**src/logic/lite_timer_pkg.sv**
```systemverilog
// Constants, register map and field layout of the dual timebase capture timer.
// Assumes a 32-bit AXI4-Lite register bus and a single timer clock.
package lite_timer_pkg;

  // ----------------------------------------
  // Timing
  // ----------------------------------------
  localparam int unsigned PRESCALE_DIV = 32;
  localparam logic [4:0] PRESCALE_LAST = 5'(PRESCALE_DIV - 1);
  localparam logic [7:0] TB1_FIRST = 8'h00;
  localparam logic [7:0] TB1_LAST = 8'hf9;
  localparam logic [7:0] CNT2_LAST = 8'hff;
  localparam int unsigned TB1_PERIOD_OSC = 8000;
  localparam int unsigned TB1_PERIOD_DBL_OSC = 16000;
  localparam int unsigned TB1_STATES = TB1_PERIOD_OSC / PRESCALE_DIV;

  // ----------------------------------------
  // Register indices and byte addresses
  // ----------------------------------------
  localparam logic [7:0] IDX_TB2_CSR = 8'h08;
  localparam logic [7:0] IDX_RELOAD = 8'h09;
  localparam logic [7:0] IDX_CNT2 = 8'h0a;
  localparam logic [7:0] IDX_TB1_CSR = 8'h0b;
  localparam logic [7:0] IDX_CAPTURE = 8'h0c;

  function automatic logic [7:0] reg_addr(input logic [7:0] idx);
    reg_addr = {idx[5:0], 2'b00};
  endfunction

  localparam logic [7:0] ADDR_TB2_CSR = reg_addr(IDX_TB2_CSR);
  localparam logic [7:0] ADDR_RELOAD = reg_addr(IDX_RELOAD);
  localparam logic [7:0] ADDR_CNT2 = reg_addr(IDX_CNT2);
  localparam logic [7:0] ADDR_TB1_CSR = reg_addr(IDX_TB1_CSR);
  localparam logic [7:0] ADDR_CAPTURE = reg_addr(IDX_CAPTURE);

  // ----------------------------------------
  // Field positions
  // ----------------------------------------
  localparam int unsigned TIMEBASE2_OVERFLOW_FLAG_BIT = 0;
  localparam int unsigned TIMEBASE2_IRQ_ENABLE_BIT = 1;
  localparam int unsigned TIMEBASE1_OVERFLOW_FLAG_BIT = 3;
  localparam int unsigned TIMEBASE1_IRQ_ENABLE_BIT = 4;
  localparam int unsigned PERIOD_SEL_BIT = 5;
  localparam int unsigned ICF_BIT = 6;
  localparam int unsigned CAPTURE_IRQ_ENABLE_BIT = 7;

  // ----------------------------------------
  // Reset values and bus answers
  // ----------------------------------------
  localparam logic [7:0] RST_RELOAD = 8'h00;
  localparam logic [7:0] RST_CAPTURE = 8'h00;
  localparam logic [1:0] RESP_OKAY = 2'h0;
  localparam logic [1:0] RESP_SLVERR = 2'h2;

endpackage

```
**src/logic/timer_link_if.sv**
```systemverilog
// Carrier between the timer core and its timebase and capture helpers.
// Assumes all parties run on the same clock.
`timescale 1ns/10ps
interface timer_link_if;
  logic tick;
  logic ovf1;
  logic [7:0] count1;
  logic cap_strobe;

  modport timebase (output tick, output ovf1, output count1);
  modport capture (output cap_strobe);
  modport core (input tick, input ovf1, input count1, input cap_strobe);
endinterface

```
**src/logic/timebase1_counter.sv**
```systemverilog
// Divide-by-32 prescaler and free-running 250-state timebase counter.
// Assumes ce freezes everything and halt only stops counting.
`timescale 1ns/10ps
module timebase1_counter
  import lite_timer_pkg::*;
(
  // Clock and reset
  input wire logic aclk,
  input wire logic aresetn,
  input wire logic ce,
  input wire logic halt,
  // Select and link
  input wire logic period_double_select,
  timer_link_if.timebase link
);
  typedef struct packed {
    logic [4:0] pre;
    logic [7:0] cnt1;
    logic half;
    logic tick;
    logic ovf1;
  } tb_s;

  tb_s q_r;
  tb_s q_nxt;

  always_comb begin
    q_nxt = q_r;
    q_nxt.tick = 1'b0;
    q_nxt.ovf1 = 1'b0;
    if (!halt) begin
      q_nxt.pre = q_r.pre + 5'h01;
      if (q_r.pre == PRESCALE_LAST) begin
        q_nxt.tick = 1'b1;
        if (q_r.cnt1 == TB1_LAST) begin
          q_nxt.cnt1 = TB1_FIRST;
          // Doubled period skips every other wrap
          q_nxt.half = period_double_select ? !q_r.half : 1'b0;
          q_nxt.ovf1 = !period_double_select || q_r.half;
        end else begin
          q_nxt.cnt1 = q_r.cnt1 + 8'h01;
        end
      end
    end
  end

  always_ff @(posedge aclk) begin
    if (!aresetn) begin
      q_r <= '0;
    end else if (ce) begin
      q_r <= q_nxt;
    end
  end

  assign link.tick = q_r.tick;
  assign link.ovf1 = q_r.ovf1;
  assign link.count1 = q_r.cnt1;
endmodule

```
**src/logic/capture_edge_detect.sv**
```systemverilog
// Two-stage synchroniser and both-edge detector for the capture pin.
// Assumes the pin may change at any time relative to aclk.
`timescale 1ns/10ps
module capture_edge_detect (
  // Clock and reset
  input wire logic aclk,
  input wire logic aresetn,
  input wire logic ce,
  // Pin and link
  input wire logic capture_input_pin,
  timer_link_if.capture link
);
  typedef struct packed {
    logic sync1;
    logic sync2;
    logic last;
    logic strobe;
  } cap_s;

  cap_s q_r;
  cap_s q_nxt;

  always_comb begin
    q_nxt = q_r;
    q_nxt.sync1 = capture_input_pin;
    q_nxt.sync2 = q_r.sync1;
    q_nxt.last = q_r.sync2;
    // Only the second stage feeds the comparator
    q_nxt.strobe = q_r.sync2 ^ q_r.last;
  end

  always_ff @(posedge aclk) begin
    if (!aresetn) begin
      q_r <= '0;
    end else if (ce) begin
      q_r <= q_nxt;
    end
  end

  assign link.cap_strobe = q_r.strobe;
endmodule

```
**src/logic/dual_timebase_capture_timer.sv**
```systemverilog
// Top of the dual timebase capture timer with its AXI4-Lite register slave.
// Assumes one 20 MHz clock, synchronous mode pins, an asynchronous capture pin and an external global irq mask.
//
// What this block does
// - Hidden 8-bit counter one, ticks every 32 clocks
// - Counter one wraps F9h to 00h, overflow
// - Period select doubles overflow period to 16000
// - Overflow sets flag one, enable raises request
// - Reading first status register clears flag one
// - Readable counter two starts from reload value
// - Counter two past FFh loads reload value
// - Reload write takes effect at next overflow
// - Counter two overflow sets flag two, request
// - Reading second status register clears flag two
// - Pin edge copies counter one, sets capture flag
// - Set capture flag blocks further captures
// - Reading capture register clears capture flag
// - Capture register read-only, reset zero, last capture
// - Halt stops both counters, other modes don't
// - Requests need enable and clear global mask
`timescale 1ns/10ps
module dual_timebase_capture_timer
  import lite_timer_pkg::*;
#(
  parameter int unsigned ADDR_W = 8
) (
  // Clock, reset, enable
  input wire logic aclk,
  input wire logic aresetn,
  input wire logic ce,
  // System mode
  input wire logic halt,
  input wire logic global_irq_mask,
  // Capture pin
  input wire logic capture_input_pin,
  // Interrupt requests
  output logic irq_timebase1,
  output logic irq_timebase2,
  output logic irq_capture,
  // AXI4-Lite write address
  input wire logic [ADDR_W-1:0] s_axi_awaddr,
  input wire logic [2:0] s_axi_awprot,
  input wire logic s_axi_awvalid,
  output logic s_axi_awready,
  // AXI4-Lite write data
  input wire logic [31:0] s_axi_wdata,
  input wire logic [3:0] s_axi_wstrb,
  input wire logic s_axi_wvalid,
  output logic s_axi_wready,
  // AXI4-Lite write response
  output logic [1:0] s_axi_bresp,
  output logic s_axi_bvalid,
  input wire logic s_axi_bready,
  // AXI4-Lite read address
  input wire logic [ADDR_W-1:0] s_axi_araddr,
  input wire logic [2:0] s_axi_arprot,
  input wire logic s_axi_arvalid,
  output logic s_axi_arready,
  // AXI4-Lite read data
  output logic [31:0] s_axi_rdata,
  output logic [1:0] s_axi_rresp,
  output logic s_axi_rvalid,
  input wire logic s_axi_rready
);
  import lite_timer_pkg::*;

  // ----------------------------------------
  // Helpers
  // ----------------------------------------
  timer_link_if link ();
  logic period_sel_w;

  timebase1_counter u_timebase1 (
    .aclk(aclk),
    .aresetn(aresetn),
    .ce(ce),
    .halt(halt),
    .period_double_select(period_sel_w),
    .link(link.timebase)
  );

  capture_edge_detect u_capture (
    .aclk(aclk),
    .aresetn(aresetn),
    .ce(ce),
    .capture_input_pin(capture_input_pin),
    .link(link.capture)
  );

  // ----------------------------------------
  // State
  // ----------------------------------------
  typedef struct packed {
    logic aw_held;
    logic [7:0] aw_addr;
    logic w_held;
    logic [7:0] w_data;
    logic w_lane0;
    logic bvalid;
    logic [1:0] bresp;
    logic rvalid;
    logic [7:0] rdata;
    logic [1:0] rresp;
    logic [7:0] counter2_reload;
    logic [7:0] counter2_value;
    logic [7:0] captured_count;
    logic timebase1_overflow_flag;
    logic timebase2_overflow_flag;
    logic capture_flag;
    logic period_double_select;
    logic timebase1_irq_enable;
    logic timebase2_irq_enable;
    logic capture_irq_enable;
  } core_s;

  core_s q_r;
  core_s q_nxt;

  assign period_sel_w = q_r.period_double_select;

  function automatic logic is_mapped(input logic [7:0] addr);
    is_mapped = (addr == ADDR_TB2_CSR) || (addr == ADDR_RELOAD) ||
                (addr == ADDR_CNT2) || (addr == ADDR_TB1_CSR) ||
                (addr == ADDR_CAPTURE);
  endfunction

  logic [7:0] wr_addr_w;
  logic [7:0] rd_addr_w;
  logic do_write;
  logic ar_take;
  logic [7:0] csr1_view;
  logic [7:0] csr2_view;

  assign wr_addr_w = q_r.aw_addr;
  assign rd_addr_w = s_axi_araddr[7:0];
  assign do_write = q_r.aw_held && q_r.w_held && !q_r.bvalid;
  assign ar_take = s_axi_arvalid && s_axi_arready;

  // Reserved positions always read back as zero
  always_comb begin
    csr2_view = 8'h00;
    csr2_view[TIMEBASE2_OVERFLOW_FLAG_BIT] = q_r.timebase2_overflow_flag;
    csr2_view[TIMEBASE2_IRQ_ENABLE_BIT] = q_r.timebase2_irq_enable;
    csr1_view = 8'h00;
    csr1_view[TIMEBASE1_OVERFLOW_FLAG_BIT] = q_r.timebase1_overflow_flag;
    csr1_view[TIMEBASE1_IRQ_ENABLE_BIT] = q_r.timebase1_irq_enable;
    csr1_view[PERIOD_SEL_BIT] = q_r.period_double_select;
    csr1_view[ICF_BIT] = q_r.capture_flag;
    csr1_view[CAPTURE_IRQ_ENABLE_BIT] = q_r.capture_irq_enable;
  end

  // ----------------------------------------
  // Next state
  // ----------------------------------------
  always_comb begin
    q_nxt = q_r;

    // Write address and data, taken in either order
    if (s_axi_awvalid && s_axi_awready) begin
      q_nxt.aw_held = 1'b1;
      q_nxt.aw_addr = s_axi_awaddr[7:0];
    end
    if (s_axi_wvalid && s_axi_wready) begin
      q_nxt.w_held = 1'b1;
      q_nxt.w_data = s_axi_wdata[7:0];
      q_nxt.w_lane0 = s_axi_wstrb[0];
    end
    if (q_r.bvalid && s_axi_bready) begin
      q_nxt.bvalid = 1'b0;
    end

    // Register writes; flag positions ignore written data
    if (do_write) begin
      q_nxt.aw_held = 1'b0;
      q_nxt.w_held = 1'b0;
      q_nxt.bvalid = 1'b1;
      q_nxt.bresp = is_mapped(wr_addr_w) ? RESP_OKAY : RESP_SLVERR;
      if (q_r.w_lane0) begin
        case (wr_addr_w)
          ADDR_TB2_CSR: begin
            q_nxt.timebase2_irq_enable = q_r.w_data[TIMEBASE2_IRQ_ENABLE_BIT];
          end
          ADDR_RELOAD: begin
            // Held aside until the next counter two overflow
            q_nxt.counter2_reload = q_r.w_data;
          end
          ADDR_TB1_CSR: begin
            q_nxt.capture_irq_enable = q_r.w_data[CAPTURE_IRQ_ENABLE_BIT];
            q_nxt.period_double_select = q_r.w_data[PERIOD_SEL_BIT];
            q_nxt.timebase1_irq_enable = q_r.w_data[TIMEBASE1_IRQ_ENABLE_BIT];
          end
          default: begin
          end
        endcase
      end
    end

    // Reads: answer with the value before any clear
    if (q_r.rvalid && s_axi_rready) begin
      q_nxt.rvalid = 1'b0;
    end
    if (ar_take) begin
      q_nxt.rvalid = 1'b1;
      q_nxt.rresp = is_mapped(rd_addr_w) ? RESP_OKAY : RESP_SLVERR;
      case (rd_addr_w)
        ADDR_TB2_CSR: begin
          q_nxt.rdata = csr2_view;
          q_nxt.timebase2_overflow_flag = 1'b0;
        end
        ADDR_RELOAD: begin
          q_nxt.rdata = q_r.counter2_reload;
        end
        ADDR_CNT2: begin
          q_nxt.rdata = q_r.counter2_value;
        end
        ADDR_TB1_CSR: begin
          q_nxt.rdata = csr1_view;
          q_nxt.timebase1_overflow_flag = 1'b0;
        end
        ADDR_CAPTURE: begin
          q_nxt.rdata = q_r.captured_count;
          q_nxt.capture_flag = 1'b0;
        end
        default: begin
          q_nxt.rdata = 8'h00;
        end
      endcase
    end

    // Counter two; the tick already stops in halt
    if (link.tick) begin
      if (q_r.counter2_value == CNT2_LAST) begin
        q_nxt.counter2_value = q_r.counter2_reload;
        q_nxt.timebase2_overflow_flag = 1'b1;
      end else begin
        q_nxt.counter2_value = q_r.counter2_value + 8'h01;
      end
    end

    // Hardware set wins over a read clear in the same cycle
    if (link.ovf1) begin
      q_nxt.timebase1_overflow_flag = 1'b1;
    end

    // A pending flag blocks capture and keeps the old value
    if (link.cap_strobe && !q_r.capture_flag) begin
      q_nxt.captured_count = link.count1;
      q_nxt.capture_flag = 1'b1;
    end
  end

  // ----------------------------------------
  // Registers
  // ----------------------------------------
  always_ff @(posedge aclk) begin
    if (!aresetn) begin
      q_r <= '0;
      q_r.bresp <= RESP_OKAY;
      q_r.rresp <= RESP_OKAY;
      // Counter two starts from the reset reload value
      q_r.counter2_reload <= RST_RELOAD;
      q_r.counter2_value <= RST_RELOAD;
      q_r.captured_count <= RST_CAPTURE;
      // Cleared here; software still reads the capture register once
      q_r.capture_flag <= 1'b0;
    end else if (ce) begin
      q_r <= q_nxt;
    end
  end

  // ----------------------------------------
  // Outputs
  // ----------------------------------------
  // One write and one read outstanding; no pipelining needed at this rate
  assign s_axi_awready = !q_r.aw_held && !q_r.bvalid && ce;
  assign s_axi_wready = !q_r.w_held && !q_r.bvalid && ce;
  assign s_axi_bvalid = q_r.bvalid;
  assign s_axi_bresp = q_r.bresp;
  assign s_axi_arready = !q_r.rvalid && ce;
  assign s_axi_rvalid = q_r.rvalid;
  assign s_axi_rresp = q_r.rresp;
  assign s_axi_rdata = {24'h000000, q_r.rdata};

  // Separate request lines, one per vector
  assign irq_timebase1 = q_r.timebase1_overflow_flag && q_r.timebase1_irq_enable &&
                         !global_irq_mask;
  assign irq_timebase2 = q_r.timebase2_overflow_flag && q_r.timebase2_irq_enable &&
                         !global_irq_mask;
  assign irq_capture = q_r.capture_flag && q_r.capture_irq_enable &&
                       !global_irq_mask;

endmodule

```
**config.mk**
```make
export PLATFORM = sky130hd
export DESIGN_NAME = dual_timebase_capture_timer
export DESIGN_NICKNAME = d
export VERILOG_FILES = /design/src/logic/lite_timer_pkg.sv /design/src/logic/timer_link_if.sv /design/src/logic/timebase1_counter.sv /design/src/logic/capture_edge_detect.sv /design/src/logic/dual_timebase_capture_timer.sv
export SDC_FILE = /design/constraint.sdc
export NUM_CORES = 1
export LEC_CHECK = 0
export BUFFER_PORTS_ARGS = -buffer_cell sky130_fd_sc_hd__buf_2
export CAP_MARGIN = 15
export CORE_MARGIN = 8
export CORE_UTILIZATION = 52
export DETAILED_ROUTE_END_ITERATION = 12
export GPL_ROUTABILITY_DRIVEN = 0
export PLACE_DENSITY = 0.8
export REMOVE_ABC_BUFFERS = 1
export SLEW_MARGIN = 25
export SYNTH_ARGS = -nofsm -noshare
export SYNTH_HDL_FRONTEND = slang
export SYNTH_SLANG_ARGS = --single-unit
```
**constraint.sdc**
```tcl
create_clock -name aclk -period 2.5 [get_ports aclk]
set_clock_uncertainty 0.15 [all_clocks]
set_input_delay 0.125 -clock aclk [delete_from_list [all_inputs] [get_ports aclk]]
set_output_delay 0.125 -clock aclk [all_outputs]
set_load 0.02 [all_outputs]
```
* Word level (Yosys, flattened, before mapping)
Index checks and enable logic that the tools add are counted.
Storage, ports and cells: bits of input ports 69, output and inout port bits 44, flip-flop bits (word level) 84
Operators by class: add/sub/neg operators 3, reductions and logical operators 62, equal/unequal tests 13, bitwise gates (word level) 2, mux-type cells 25
Operator list (number):
- equality test 8 x 6 -> 1 bit (second input constant) | 10
- case mux 8 bit (5 select lines) | 1
- AND reduction 2 bit | 11
- logical AND 1 bit | 19
- adder 8 x 1 -> 8 bit (second input constant) | 2
- equality test 8 bit (second input constant) | 2
- 2-to-1 mux 8 bit | 2
- AND reduction 4 bit | 4
- nonzero test 2 bit | 8
- 2-to-1 mux 1 bit | 13
- 2-to-1 mux 11 bit | 1
- 2-to-1 mux 10 bit | 1
- logical OR 1 bit | 9
- 2-to-1 mux 9 bit | 1
- AND reduction 3 bit | 3
- zero test 1 bit | 8
- 2-to-1 mux 2 bit | 4
- 2-to-1 mux 3 bit | 2
- adder 5 x 1 -> 5 bit (second input constant) | 1
- equality test 5 bit (second input constant) | 1
- inverter 1 bit | 1
- bitwise XOR 1 bit | 1

* Logic depth before layout (Yosys ltp)
Gate-level depths: netlist of run 1.
depth in word-level cells 7, mapped depth 8, depth with buffers taken out 7

* Modules after synthesis
From an unflattened synthesis of run 1, not the netlist that was laid out.
Unflattened totals: cell total of the unflattened synthesis 472, area, all modules 4053.9 um2
By module, submodules not included:
- dual_timebase_capture_timer | instances 1, area an instance 3035.4 um2, cells each 360
- timebase1_counter | instances 1, area an instance 859.6 um2, cells each 98
- capture_edge_detect | instances 1, area an instance 158.9 um2, cells each 14

* Worst setup path before layout of run 1
No wires, ideal clock.
kind register to register, from register u_timebase1.q_r[11] in the netlist's numbering, to register u_timebase1.q_r[2] in the netlist's numbering, required time 2.222 ns, stages on the path, launching flop included 8, arrival 1.622 ns, period minus slack after synthesis 1.900 ns, slack 0.600 ns, setup time 0.128 ns, buffers on the path 0, path through dfxtp_1 -> ha_1 -> and3_1 -> ha_1 -> nand3b_2 -> or4_4 -> mux2i_1 -> nor2_1
On the way: cells in the longest elaborated chain, start to end 2
Ends and longest elaborated chain:
- start, declared | RTL line timebase1_counter.sv:24 | tb_s q_r;
- start signal, assigned | RTL line timebase1_counter.sv:51 | q_r <= q_nxt;
- equality test 5 bit | RTL line timebase1_counter.sv:33 | if (q_r.pre == PRESCALE_LAST) begin
- AND reduction 4 bit (no source line)
No other way between the ends. A chain may end at the register's enable or synchronous reset.

* Final worst setup path of run 1
Ends and elaborated chain as after synthesis.

==> results of run 1 <==
## cell usage in the layout, fill, tap and decap left out, types with 2 or more instances in the layout
cell           netlist  routed
nand2_2              2       2
nand2b_1             2       2
nor2_1              45      45
dfxtp_1             82      82
or3_1                2       2
o22ai_1              2       2
xnor2_1              9       9
clkinv_2             0       3
xor2_1               6       6
ha_1                 5       5
a2bb2oi_1           10      10
a211oi_1             3       3
and2_1               4       4
nand2_1             76      76
inv_1               11      11
nand3_1             14      14
and3_1               5       5
clkbuf_8             0      10
buf_4               38       3
a22oi_1              6       6
nor3_1               8       8
o221ai_1             5       5
dlygate4sd3_1        0      23
nor3b_2              2       2
o21ai_0              9       9
conb_1               1      26
buf_2                9      53
a311oi_1             2       2
nand4_1              7       7
nor2b_1              6       6
and3b_1              2       2
mux2i_1             21      21
a21oi_1             36      36
## how the worst min path moves through the flow
stage	startpoint	to	depth (start not counted)
final	ce	csr1_view[3]	3
after global routing	ce	csr1_view[3]	3
after CTS	ce	csr1_view[3]	3
after detailed placement	s_axi_wdata[6]	q_r[52]	3
after global placement	capture_input_pin	u_capture.q_nxt[2]	3
after floorplan	ce	u_capture.link.cap_strobe	1
## sequential cells by signal (all words and copies together) (netlist names)
| signal | cells |
|---|---|
| csr1_view | 4 |
| csr2_view | 2 |
| period_sel_w | 1 |
| q_r | 35 |
| s_axi_bresp | 1 |
| s_axi_bvalid | 1 |
| s_axi_rdata | 8 |
| s_axi_rresp | 1 |
| s_axi_rvalid | 1 |
| u_capture.link.cap_strobe | 1 |
| u_capture.q_nxt | 2 |
| u_capture.q_r | 1 |
| u_timebase1.link.count1 | 8 |
| u_timebase1.link.ovf1 | 1 |
| u_timebase1.link.tick | 1 |
| u_timebase1.q_r | 6 |
| wr_addr_w | 8 |
## worst reg2reg max path, stage by stage (launching register included)
cell      delay, ns
dfxtp_1        0.38
ha_1           0.19
and3_1         0.17
ha_1           0.17
nand3b_2       0.14
or4_4          0.55
mux2i_1        0.20
nor2_1         0.06
## kinds of logic after synthesis
group | after synthesis
XOR/XNOR | 15
adder cells (fa/ha/maj) | 5
flip-flops | 82
multiplexers | 21
AO/OA/AOI/OAI | 79
other | 1
AND/OR/NAND/NOR | 186
buffers and inverters | 69
## per-layer routing
| layer | vias to the layer above | GRT usage [%] | part of all wire (%) |
|---|---|---|---|
| met5 | - | 0 | 0 |
| met3 | 6 | 5.04 | 6.7 |
| met2 | 103 | 29.3 | 49 |
| li1 | 1618 | - | - |
| met4 | 0 | 5.08 | 0.88 |
| met1 | 1528 | 20.0 | 44 |
## layout make-up
| cell class | instances | area share (%) |
|---|---|---|
| clock buffers | 11 | 3.18 |
| multi-input cells | 332 | 43.3 |
| clock inverters | 5 | 1.21 |
| flip-flops and latches | 82 | 37.0 |
| repair buffers | 79 | 11.7 |
| inverters | 11 | 0.930 |
| well taps | 99 | 2.79 |
## per-stage QoR
step | utilization (%) | total power (W) | setup WS (ns) | hold WS (ns)
after floorplan | - | 0.00150 | 0.564 | 0.0706
after global placement | 55.4 | 0.00157 | 0.495 | 0.217
after detailed placement | 55.4 | 0.00158 | 0.401 | 0.222
after CTS | 61.2 | 0.00253 | 0.378 | 0.0290
after global routing | 61.2 | 0.00262 | 0.259 | 0.0465
final | 61.2 | 0.00252 | 0.390 | 0.0423
## what timing repair did
action | in CTS | in global routing
setup endpoints to repair | 0 | 0
hold buffers | 23 | 0
hold endpoints to repair | 22 | 0
## report_power, final
part / total [W] / switching, W / internal [W]
Clock: 0.000941 / 0.000456 / 0.000486
Combinational: 0.000229 / 0.000143 / 0.0000868
Sequential: 0.00135 / 0.0000189 / 0.00133
Total: 0.00252 / 0.000617 / 0.00190
==> results.yml, run 1 <==
status:
  status: "finished, final reports clean"
place:
  place_inst: 580
  hpwl_um: 6440
  numPortBuffers: 53
  place_area_sq_um: 4020
die:
  fp.dieW_um: 102
  io-pin-count: 113
  die_h_um: 102
  dieArea_sq_um: 10500
  row_count: 31
  coreArea_sq_um: 7250
  start_util_pct: 53.5
global_route:
  antenna_found_initial: 0
  grt_max_degree: 56
  grt.overflow.total: 0
  grt_pass1_wl_um: 14100
  grt_pass1_vias: 3103
  grtUsageTotal_pct: 17.1
route:
  drtIter0Drc: 150
  post-route-drc-count: 0
  viasPerCell: 5.26
  drtPass1Iterations: 4
  routedWlPerCell_um: 14.4
  vias: 3255
  ant_nets: 0
  totalWireLength_um: 8890
sta:
  fin_crit_sh_pct: 84.4
  tightest_slew_ns: 0.593
  hold_violations: 0
  fmax_mhz: 474
  rsz0062_at_grt: "false"
  period_needed_ns: 2.11
  slew_violations: 0
  setup-tns-final_ns: 0
  relSlewSlack_pct: 60.5
  setup_viol: 0
logic_synthesis:
  synthAdderAreaFrac_pct: 1.61
  synth-xor-area-share_pct: 3.38
  synth_top_cell_by_area: "dfxtp_1"
  async_flop_share_pct: 0
  synth_seq_area_share_pct: 42.3
  synth-seq-cells: 82
  ys.flop_type: "dfxtp_1"
  synth-simple-area-share_pct: 23.3
  yosysMostFrequentCell: "dfxtp_1"
  syn_area_sq_um: 3880
  synth_mux_area_share_pct: 5.41
  yosys.area.top_type_share_pct: 42.3
  yosysWarnings: 0
  syn_inst: 458
  synth_top_family_by_area: "simple AND/OR/NAND/NOR gates"
  synth_cell_type_count: 49
  synth-compound-area-share_pct: 13.3
  netlist_top_cells_area: "dfxtp_1, buf_4, nand2_1"
  avgSynthCellArea_sq_um: 8.48
  synth-edff-count: 0
  synth.top_cells.by_count: "dfxtp_1, nand2_1, nor2_1"
cells_and_area:
  final.fill_count: 623
  finalInstanceArea_sq_um: 4440
  multi_input_area_sq_um: 1920
  antenna_cells: 0
  regArea_sq_um: 1640
  finish.net_count: 589
  area_delta_synth_final_pct: 14.4
  final_cells: 619
  drive_above_1_share_pct: 16.2
setup_path:
  crit_top_cell: "ha_1"
  reg2regPathDepth: 7
  setup.worst_path.end_class: "flip-flop"
  cp-start-kind: "flip-flop"
  required_ns: 2.57
  crit_path_max_fanout: 5
  path_cells: "ha_1, and3_1, ha_1, nand3b_2, or4_4, mux2i_1, nor2_1"
  max_stage_delay_ns: 0.55
  slowest_stage: "or4_4"
  endpoint: "u_timebase1.q_r[2]"
  reg2reg_to: "u_timebase1.q_r[2]"
  path_delay_family: "simple AND/OR/NAND/NOR gates"
  setup.worst_path.start: "u_timebase1.q_r[11]"
  cp.depth: 7
  rr_startpoint: "u_timebase1.q_r[11]"
  ff2ff_setup_slack_ns: 0.39
  path_buf_inv: 0
  crit_type: "reg -> reg"
  critPathArrivalTime_ns: 2.18
cts:
  cts_tree: "built"
  cts_root_buf: "clkbuf_8"
  cts.path.max_buffers: 2
  clk_pin_slew_worst_paths_ns: 0.08
  cts_inserted_buffers: 9
  post_cts_buffers: 0
  cts_sinks: 82
  htree_num_levels: 3
  cts_resized: 0
  clk_latency_ns: 0.35
power_and_ir_drop:
  power.density_nw_per_um2: 567
  p_leak_nw: 1.82
  peakVddDrop_mv: 0.426
worst_hold_path:
  hold_class: "in -> reg"
flow_run:
  cap_violations: 0
No activity file was read; power rests on OpenSTA's default activity.
==> run 2, diff against run 1 <==
--- a/config.mk
+++ b/config.mk
@@ -5,13 +5,14 @@
 export SDC_FILE = /design/constraint.sdc
 export NUM_CORES = 1
 export LEC_CHECK = 0
+export ABC_AREA = 1
 export BUFFER_PORTS_ARGS = -buffer_cell sky130_fd_sc_hd__buf_2
 export CAP_MARGIN = 15
 export CORE_MARGIN = 8
-export CORE_UTILIZATION = 52
+export CORE_UTILIZATION = 47
 export DETAILED_ROUTE_END_ITERATION = 12
 export GPL_ROUTABILITY_DRIVEN = 0
-export PLACE_DENSITY = 0.8
+export PLACE_DENSITY = 0.76
 export REMOVE_ABC_BUFFERS = 1
 export SLEW_MARGIN = 25
 export SYNTH_ARGS = -nofsm -noshare
==> constraint.sdc (replaced) <==
create_clock -name aclk -period 1.82 [get_ports aclk]
set_clock_uncertainty 0.15 [all_clocks]
set_input_delay 0.091 -clock aclk [delete_from_list [all_inputs] [get_ports aclk]]
set_output_delay 0.091 -clock aclk [all_outputs]
set_load 0.02 [all_outputs]
==> results.yml, run 2 <==
die:
  coreArea_sq_um: 8220
  dieArea_sq_um: 11700
  io-pin-count: 113
  row_count: 33
  start_util_pct: 48.4
  fp.dieW_um: 108
  die_h_um: 108
logic_synthesis:
  syn_inst: 540
  synth_top_cell_by_area: "dfxtp_1"
  synth.top_cells.by_count: "nand2_1, dfxtp_1, nor2_1"
  async_flop_share_pct: 0
  synth-xor-area-share_pct: 0.882
  synth-edff-count: 0
  synthAdderAreaFrac_pct: 1.57
  synth-simple-area-share_pct: 25.3
  synth_top_family_by_area: "simple AND/OR/NAND/NOR gates"
  yosysWarnings: 0
  synth_mux_area_share_pct: 0
  synth_cell_type_count: 37
  yosys.area.top_type_share_pct: 41.3
  avgSynthCellArea_sq_um: 7.36
  netlist_top_cells_area: "dfxtp_1, nand2_1, a21oi_1"
  synth-seq-cells: 82
  syn_area_sq_um: 3970
  ys.flop_type: "dfxtp_1"
  synth-compound-area-share_pct: 16.0
  yosysMostFrequentCell: "nand2_1"
  synth_seq_area_share_pct: 41.3
global_route:
  grt.overflow.total: 0
  grt_max_degree: 41
  grt_pass1_wl_um: 16100
  grt_pass1_vias: 3551
  antenna_found_initial: 0
  grtUsageTotal_pct: 16.9
place:
  hpwl_um: 6650
  numPortBuffers: 53
cells_and_area:
  finish.net_count: 701
  final_util_pct: 59.5
  final_common_cell: "nand2_1"
  area_delta_synth_final_pct: 23.1
  final.fill_count: 736
  largest_register_ffs: 35
  drive_above_1_share_pct: 20.6
  largest_register: "q_r"
  antenna_cells: 0
  layout_common_cells: "nand2_1, dfxtp_1, nor2_1"
power_and_ir_drop:
  p_leak_nw: 2.05
  peakVddDrop_mv: 0.478
  power.density_nw_per_um2: 765
  power_w: 0.00374
route:
  drtPass1Iterations: 5
  viasPerCell: 5.07
  vias: 3734
  post-route-drc-count: 0
  drtIter0Drc: 127
  ant_nets: 0
  routedWlPerCell_um: 13.5
  totalWireLength_um: 9950
flow_run:
  cap_violations: 0
sta:
  hold_violations: 0
  fmax_mhz: 563
  slew_violations: 0
  setup_viol: 0
  fin_crit_sh_pct: 97.6
  rsz0062_at_grt: "true"
  period_needed_ns: 1.78
  setup-tns-final_ns: 0
setup_path:
  cp-start-kind: "flip-flop"
  setup.worst_path.end_class: "flip-flop"
  required_ns: 1.93
  crit_type: "reg -> reg"
  crit_path_max_fanout: 8
  critPathArrivalTime_ns: 1.88
  ff2ff_setup_slack_ns: 0.04
worst_hold_path:
  hold_class: "in -> reg"
cts:
  cts_sinks: 82
  htree_num_levels: 3
  clk_latency_ns: 0.35
  cts_inserted_buffers: 9
  cts_tree: "built"
  cts.path.max_buffers: 2
  cts_root_buf: "clkbuf_8"
  clk_pin_slew_worst_paths_ns: 0.08
status:
  status: "finished, final reports clean"
run 2: cell types whose count changed in the layout (fill, tap and decap cells not counted), sizes merged, moves of 11 or more:
cell	change
a21oi	+21
mux2i	-21
o21ai	+38
nand3	+31
buf	+22
nand2	+11
inv	+44
nor2	+20
run 2: layout make-up:
class | count | area (sq um) | share of cell area [%]
clock buffers | 11 | 141 | 2.89
clock inverters | 5 | 77.6 | 1.59
inverters | 55 | 209 | 4.27
multi-input cells | 373 | 1920 | 39.2
flip-flops and latches | 82 | 1650 | 33.7
well taps | 105 | 131 | 2.69
repair buffers | 106 | 767 | 15.7
run 2: cell families (layout without fill, tap and decap cells):
kind of cell,Yosys count,in the layout
compound gates,118,118
xor+xnor,4,4
fa+ha+maj,5,5
buf+inv,110,177
flops,82,82
other cells,1,26
simple gates,220,220
run 2: report_power, final:
part           switching (W)  internal [W]  leakage [nW]
combinational       0.000245      0.000152          1.27
clock               0.000662      0.000806         0.109
sequential         0.0000318       0.00185         0.668
run 2: worst paths after layout:
path	startpoint	end	cells after the start
max	u_timebase1.q_r[11]	u_timebase1.link.count1[7]	10
min	ce	u_capture.q_r[1]	3
max reg2reg	u_timebase1.q_r[11]	u_timebase1.link.count1[7]	10
min reg2reg	wr_addr_w[7]	wr_addr_w[7]	2
run 2: metal layers:
layer  routed length, um  track usage (%)
met5                   0                0
met4                 191             6.94
met3                 806             3.87
met2                4630             27.8
met1                4320             20.9
run 2: worst max-delay path, cell delays in order, from the launching register on:
cell,delay (ns)
dfxtp_2,0.36
ha_4,0.14
inv_2,0.03
nor3_2,0.12
ha_2,0.23
nand2_4,0.11
nor2_2,0.15
and3_4,0.20
nand2_1,0.07
nor2_1,0.08
nor2_1,0.05
run 2: through the flow:
step	worst slack, ns	hold slack, ns	area, sq um	instances
after detailed placement	-0.0802	0.172	4240	687
after global routing	-0.0584	0.0490	4890	737
after CTS	0.0374	0.0107	4770	733
final	0.0428	0.0163	4890	737
after global placement	0.0215	0.167	4240	687
after floorplan	0.0403	0.0386	3680	510
run 2: what timing repair did:
item	4_1_cts	5_1_grt
hold buffers	30	1
setup endpoints to repair	6	15
endpoints found under the hold margin	28	2
setup buffers	0	6
gates resized for setup	4	24
gates cloned	0	0
pin swaps	1	12
==> run 3, diff against run 2 <==
--- a/config.mk
+++ b/config.mk
@@ -8,11 +8,14 @@
 export ABC_AREA = 1
 export BUFFER_PORTS_ARGS = -buffer_cell sky130_fd_sc_hd__buf_2
 export CAP_MARGIN = 15
+export CELL_PAD_IN_SITES_DETAIL_PLACEMENT = 1
+export CELL_PAD_IN_SITES_GLOBAL_PLACEMENT = 1
 export CORE_MARGIN = 8
-export CORE_UTILIZATION = 47
+export CORE_UTILIZATION = 33
 export DETAILED_ROUTE_END_ITERATION = 12
 export GPL_ROUTABILITY_DRIVEN = 0
-export PLACE_DENSITY = 0.76
+export HOLD_SLACK_MARGIN = 0.08
+export PLACE_DENSITY_LB_ADDON = 0.1
 export REMOVE_ABC_BUFFERS = 1
 export SLEW_MARGIN = 25
 export SYNTH_ARGS = -nofsm -noshare
==> results.yml, run 3 (synthesized netlist as in run 2, its figures left out) <==
cells_and_area:
  final_util_pct: 43.2
  finalInstanceArea_sq_um: 5120
  largest_register_ffs: 35
  largest_register: "q_r"
  layout_common_cells: "nand2_1, dfxtp_1, nor2_1, a21oi_1, buf_2"
  final_common_cell: "nand2_1"
  drive_above_1_share_pct: 21.3
  antenna_cells: 0
  area_delta_synth_final_pct: 28.9
  final_cells: 796
  finish.net_count: 718
setup_path:
  ff2ff_setup_slack_ns: 0.01
  crit_path_max_fanout: 6
  reg2reg_to: "u_timebase1.link.count1[7]"
  rr_startpoint: "u_timebase1.q_r[11]"
  critPathArrivalTime_ns: 1.94
  reg2regPathDepth: 11
  crit_type: "reg -> reg"
  cp-start-kind: "flip-flop"
  endpoint: "u_timebase1.link.count1[7]"
  required_ns: 1.95
  setup.worst_path.start: "u_timebase1.q_r[11]"
  setup.worst_path.end_class: "flip-flop"
cts:
  clk_latency_ns: 0.34
  clk_pin_slew_worst_paths_ns: 0.06
  cts_root_buf: "clkbuf_16"
  cts_sinks: 82
  cts.path.max_buffers: 2
  htree_num_levels: 3
  cts_inserted_buffers: 9
  cts_tree: "built"
place:
  hpwl_um: 8480
  numPortBuffers: 53
  place_area_sq_um: 4340
  place_inst: 737
die:
  start_util_pct: 33.5
  fp.dieW_um: 126
  io-pin-count: 113
  die_h_um: 126
  row_count: 40
  coreArea_sq_um: 11900
  dieArea_sq_um: 15800
power_and_ir_drop:
  pwr-share-seq_pct: 46.5
  peakVddDrop_mv: 0.497
  power.density_nw_per_um2: 789
  power_w: 0.00404
  sw_frac_of_total_pct: 24.7
  pwr-share-comb_pct: 10.5
  switching_power_w: 0.000997
  p_leak_nw: 2.14
  internal_power_w: 0.00305
  p_clk_share_pct: 43.1
global_route:
  grt_max_degree: 22
  grtUsageTotal_pct: 15.1
  grt_pass1_wl_um: 19400
  grt.overflow.total: 0
  antenna_found_initial: 0
  grt_pass1_vias: 3989
sta:
  setup_viol: 0
  tightest_slew_ns: 0.638
  rsz0062_at_grt: "true"
  period_needed_ns: 1.81
  fin_crit_sh_pct: 99.4
  relSlewSlack_pct: 57.3
  fmax_mhz: 553
  slew_violations: 0
  hold_violations: 0
status:
  status: "finished, final reports clean"
worst_hold_path:
  hold_class: "in -> reg"
  hold_start: "ce"
route:
  drtIter0Drc: 103
  vias: 3768
  viasPerCell: 4.73
  post-route-drc-count: 0
  drtPass1Iterations: 4
  ant_nets: 0
  routedWlPerCell_um: 14.8
  totalWireLength_um: 11800
flow_run:
  cap_violations: 0
[run 3: critical path, stage by stage, from the launching register on]
cell	delay [ns]
dfxtp_2	0.36
ha_4	0.14
inv_2	0.03
nor3_2	0.17
ha_2	0.23
nand2_4	0.10
nor2_4	0.13
and3_4	0.20
nand2_4	0.05
nand2_1	0.05
nand2_1	0.05
nor2_1	0.08
[run 3: final cells by class]
cell class	count	area, sq um
Clock buffer	14	274
Clock inverter	2	10.0
Fill cell	1500	6740
Inverter	55	209
Multi-Input combinational cell	373	1910
Sequential cell	82	1650
Tap cell	147	184
Timing Repair Buffer	123	888
[run 3: layer usage]
metal	vias up	wire length (um)	track usage [%]
li1	1917	-	-
met1	1757	5330	16.9
met2	81	5720	26.7
met3	13	569	4.56
met4	0	174	5.10
met5	-	0	0
[run 3: worst min-delay path by stage]
| stage | to | depth (start not counted) | slack (ns) |
|---|---|---|---|
| after floorplan | q_r[15] | 2 | 0.04 |
| after detailed placement | u_capture.q_nxt[2] | 3 | 0.18 |
| after global routing | s_axi_rdata[3] | 5 | 0.14 |
| after global placement | u_capture.q_nxt[2] | 3 | 0.17 |
| after CTS | u_capture.q_r[1] | 4 | 0.12 |
| final | u_capture.q_nxt[1] | 4 | 0.12 |
[run 3: stage by stage]
stage | worst slack [ns] | hold WS [ns] | TNS [ns]
floorplan | 0.0403 | 0.0386 | 0
global placement | -0.0330 | 0.168 | -0.135
detailed placement | -0.111 | 0.183 | -0.600
CTS | 0.0181 | 0.120 | 0
global route | -0.0995 | 0.141 | -0.239
finish | 0.0100 | 0.123 | 0
[run 3: repair_timing]
item / in CTS / in global routing
resized for setup: 7 / 17
hold endpoints to repair: 37 / 0
setup endpoints to repair: 7 / 20
pin swaps: 1 / 11
hold buffers: 35 / 0
setup buffers: 0 / 9
[run 3: power groups by stage]
stage	registers, W	clock network, W	logic, W
4_1_cts	0.00188	0.00181	0.000414
3_3_place_gp	0.00191	0	0.000343
5_1_grt	0.00188	0.00187	0.000470
3_5_place_dp	0.00192	0	0.000353
6_report	0.00188	0.00174	0.000423
2_1_floorplan	0.00192	0	0.000204
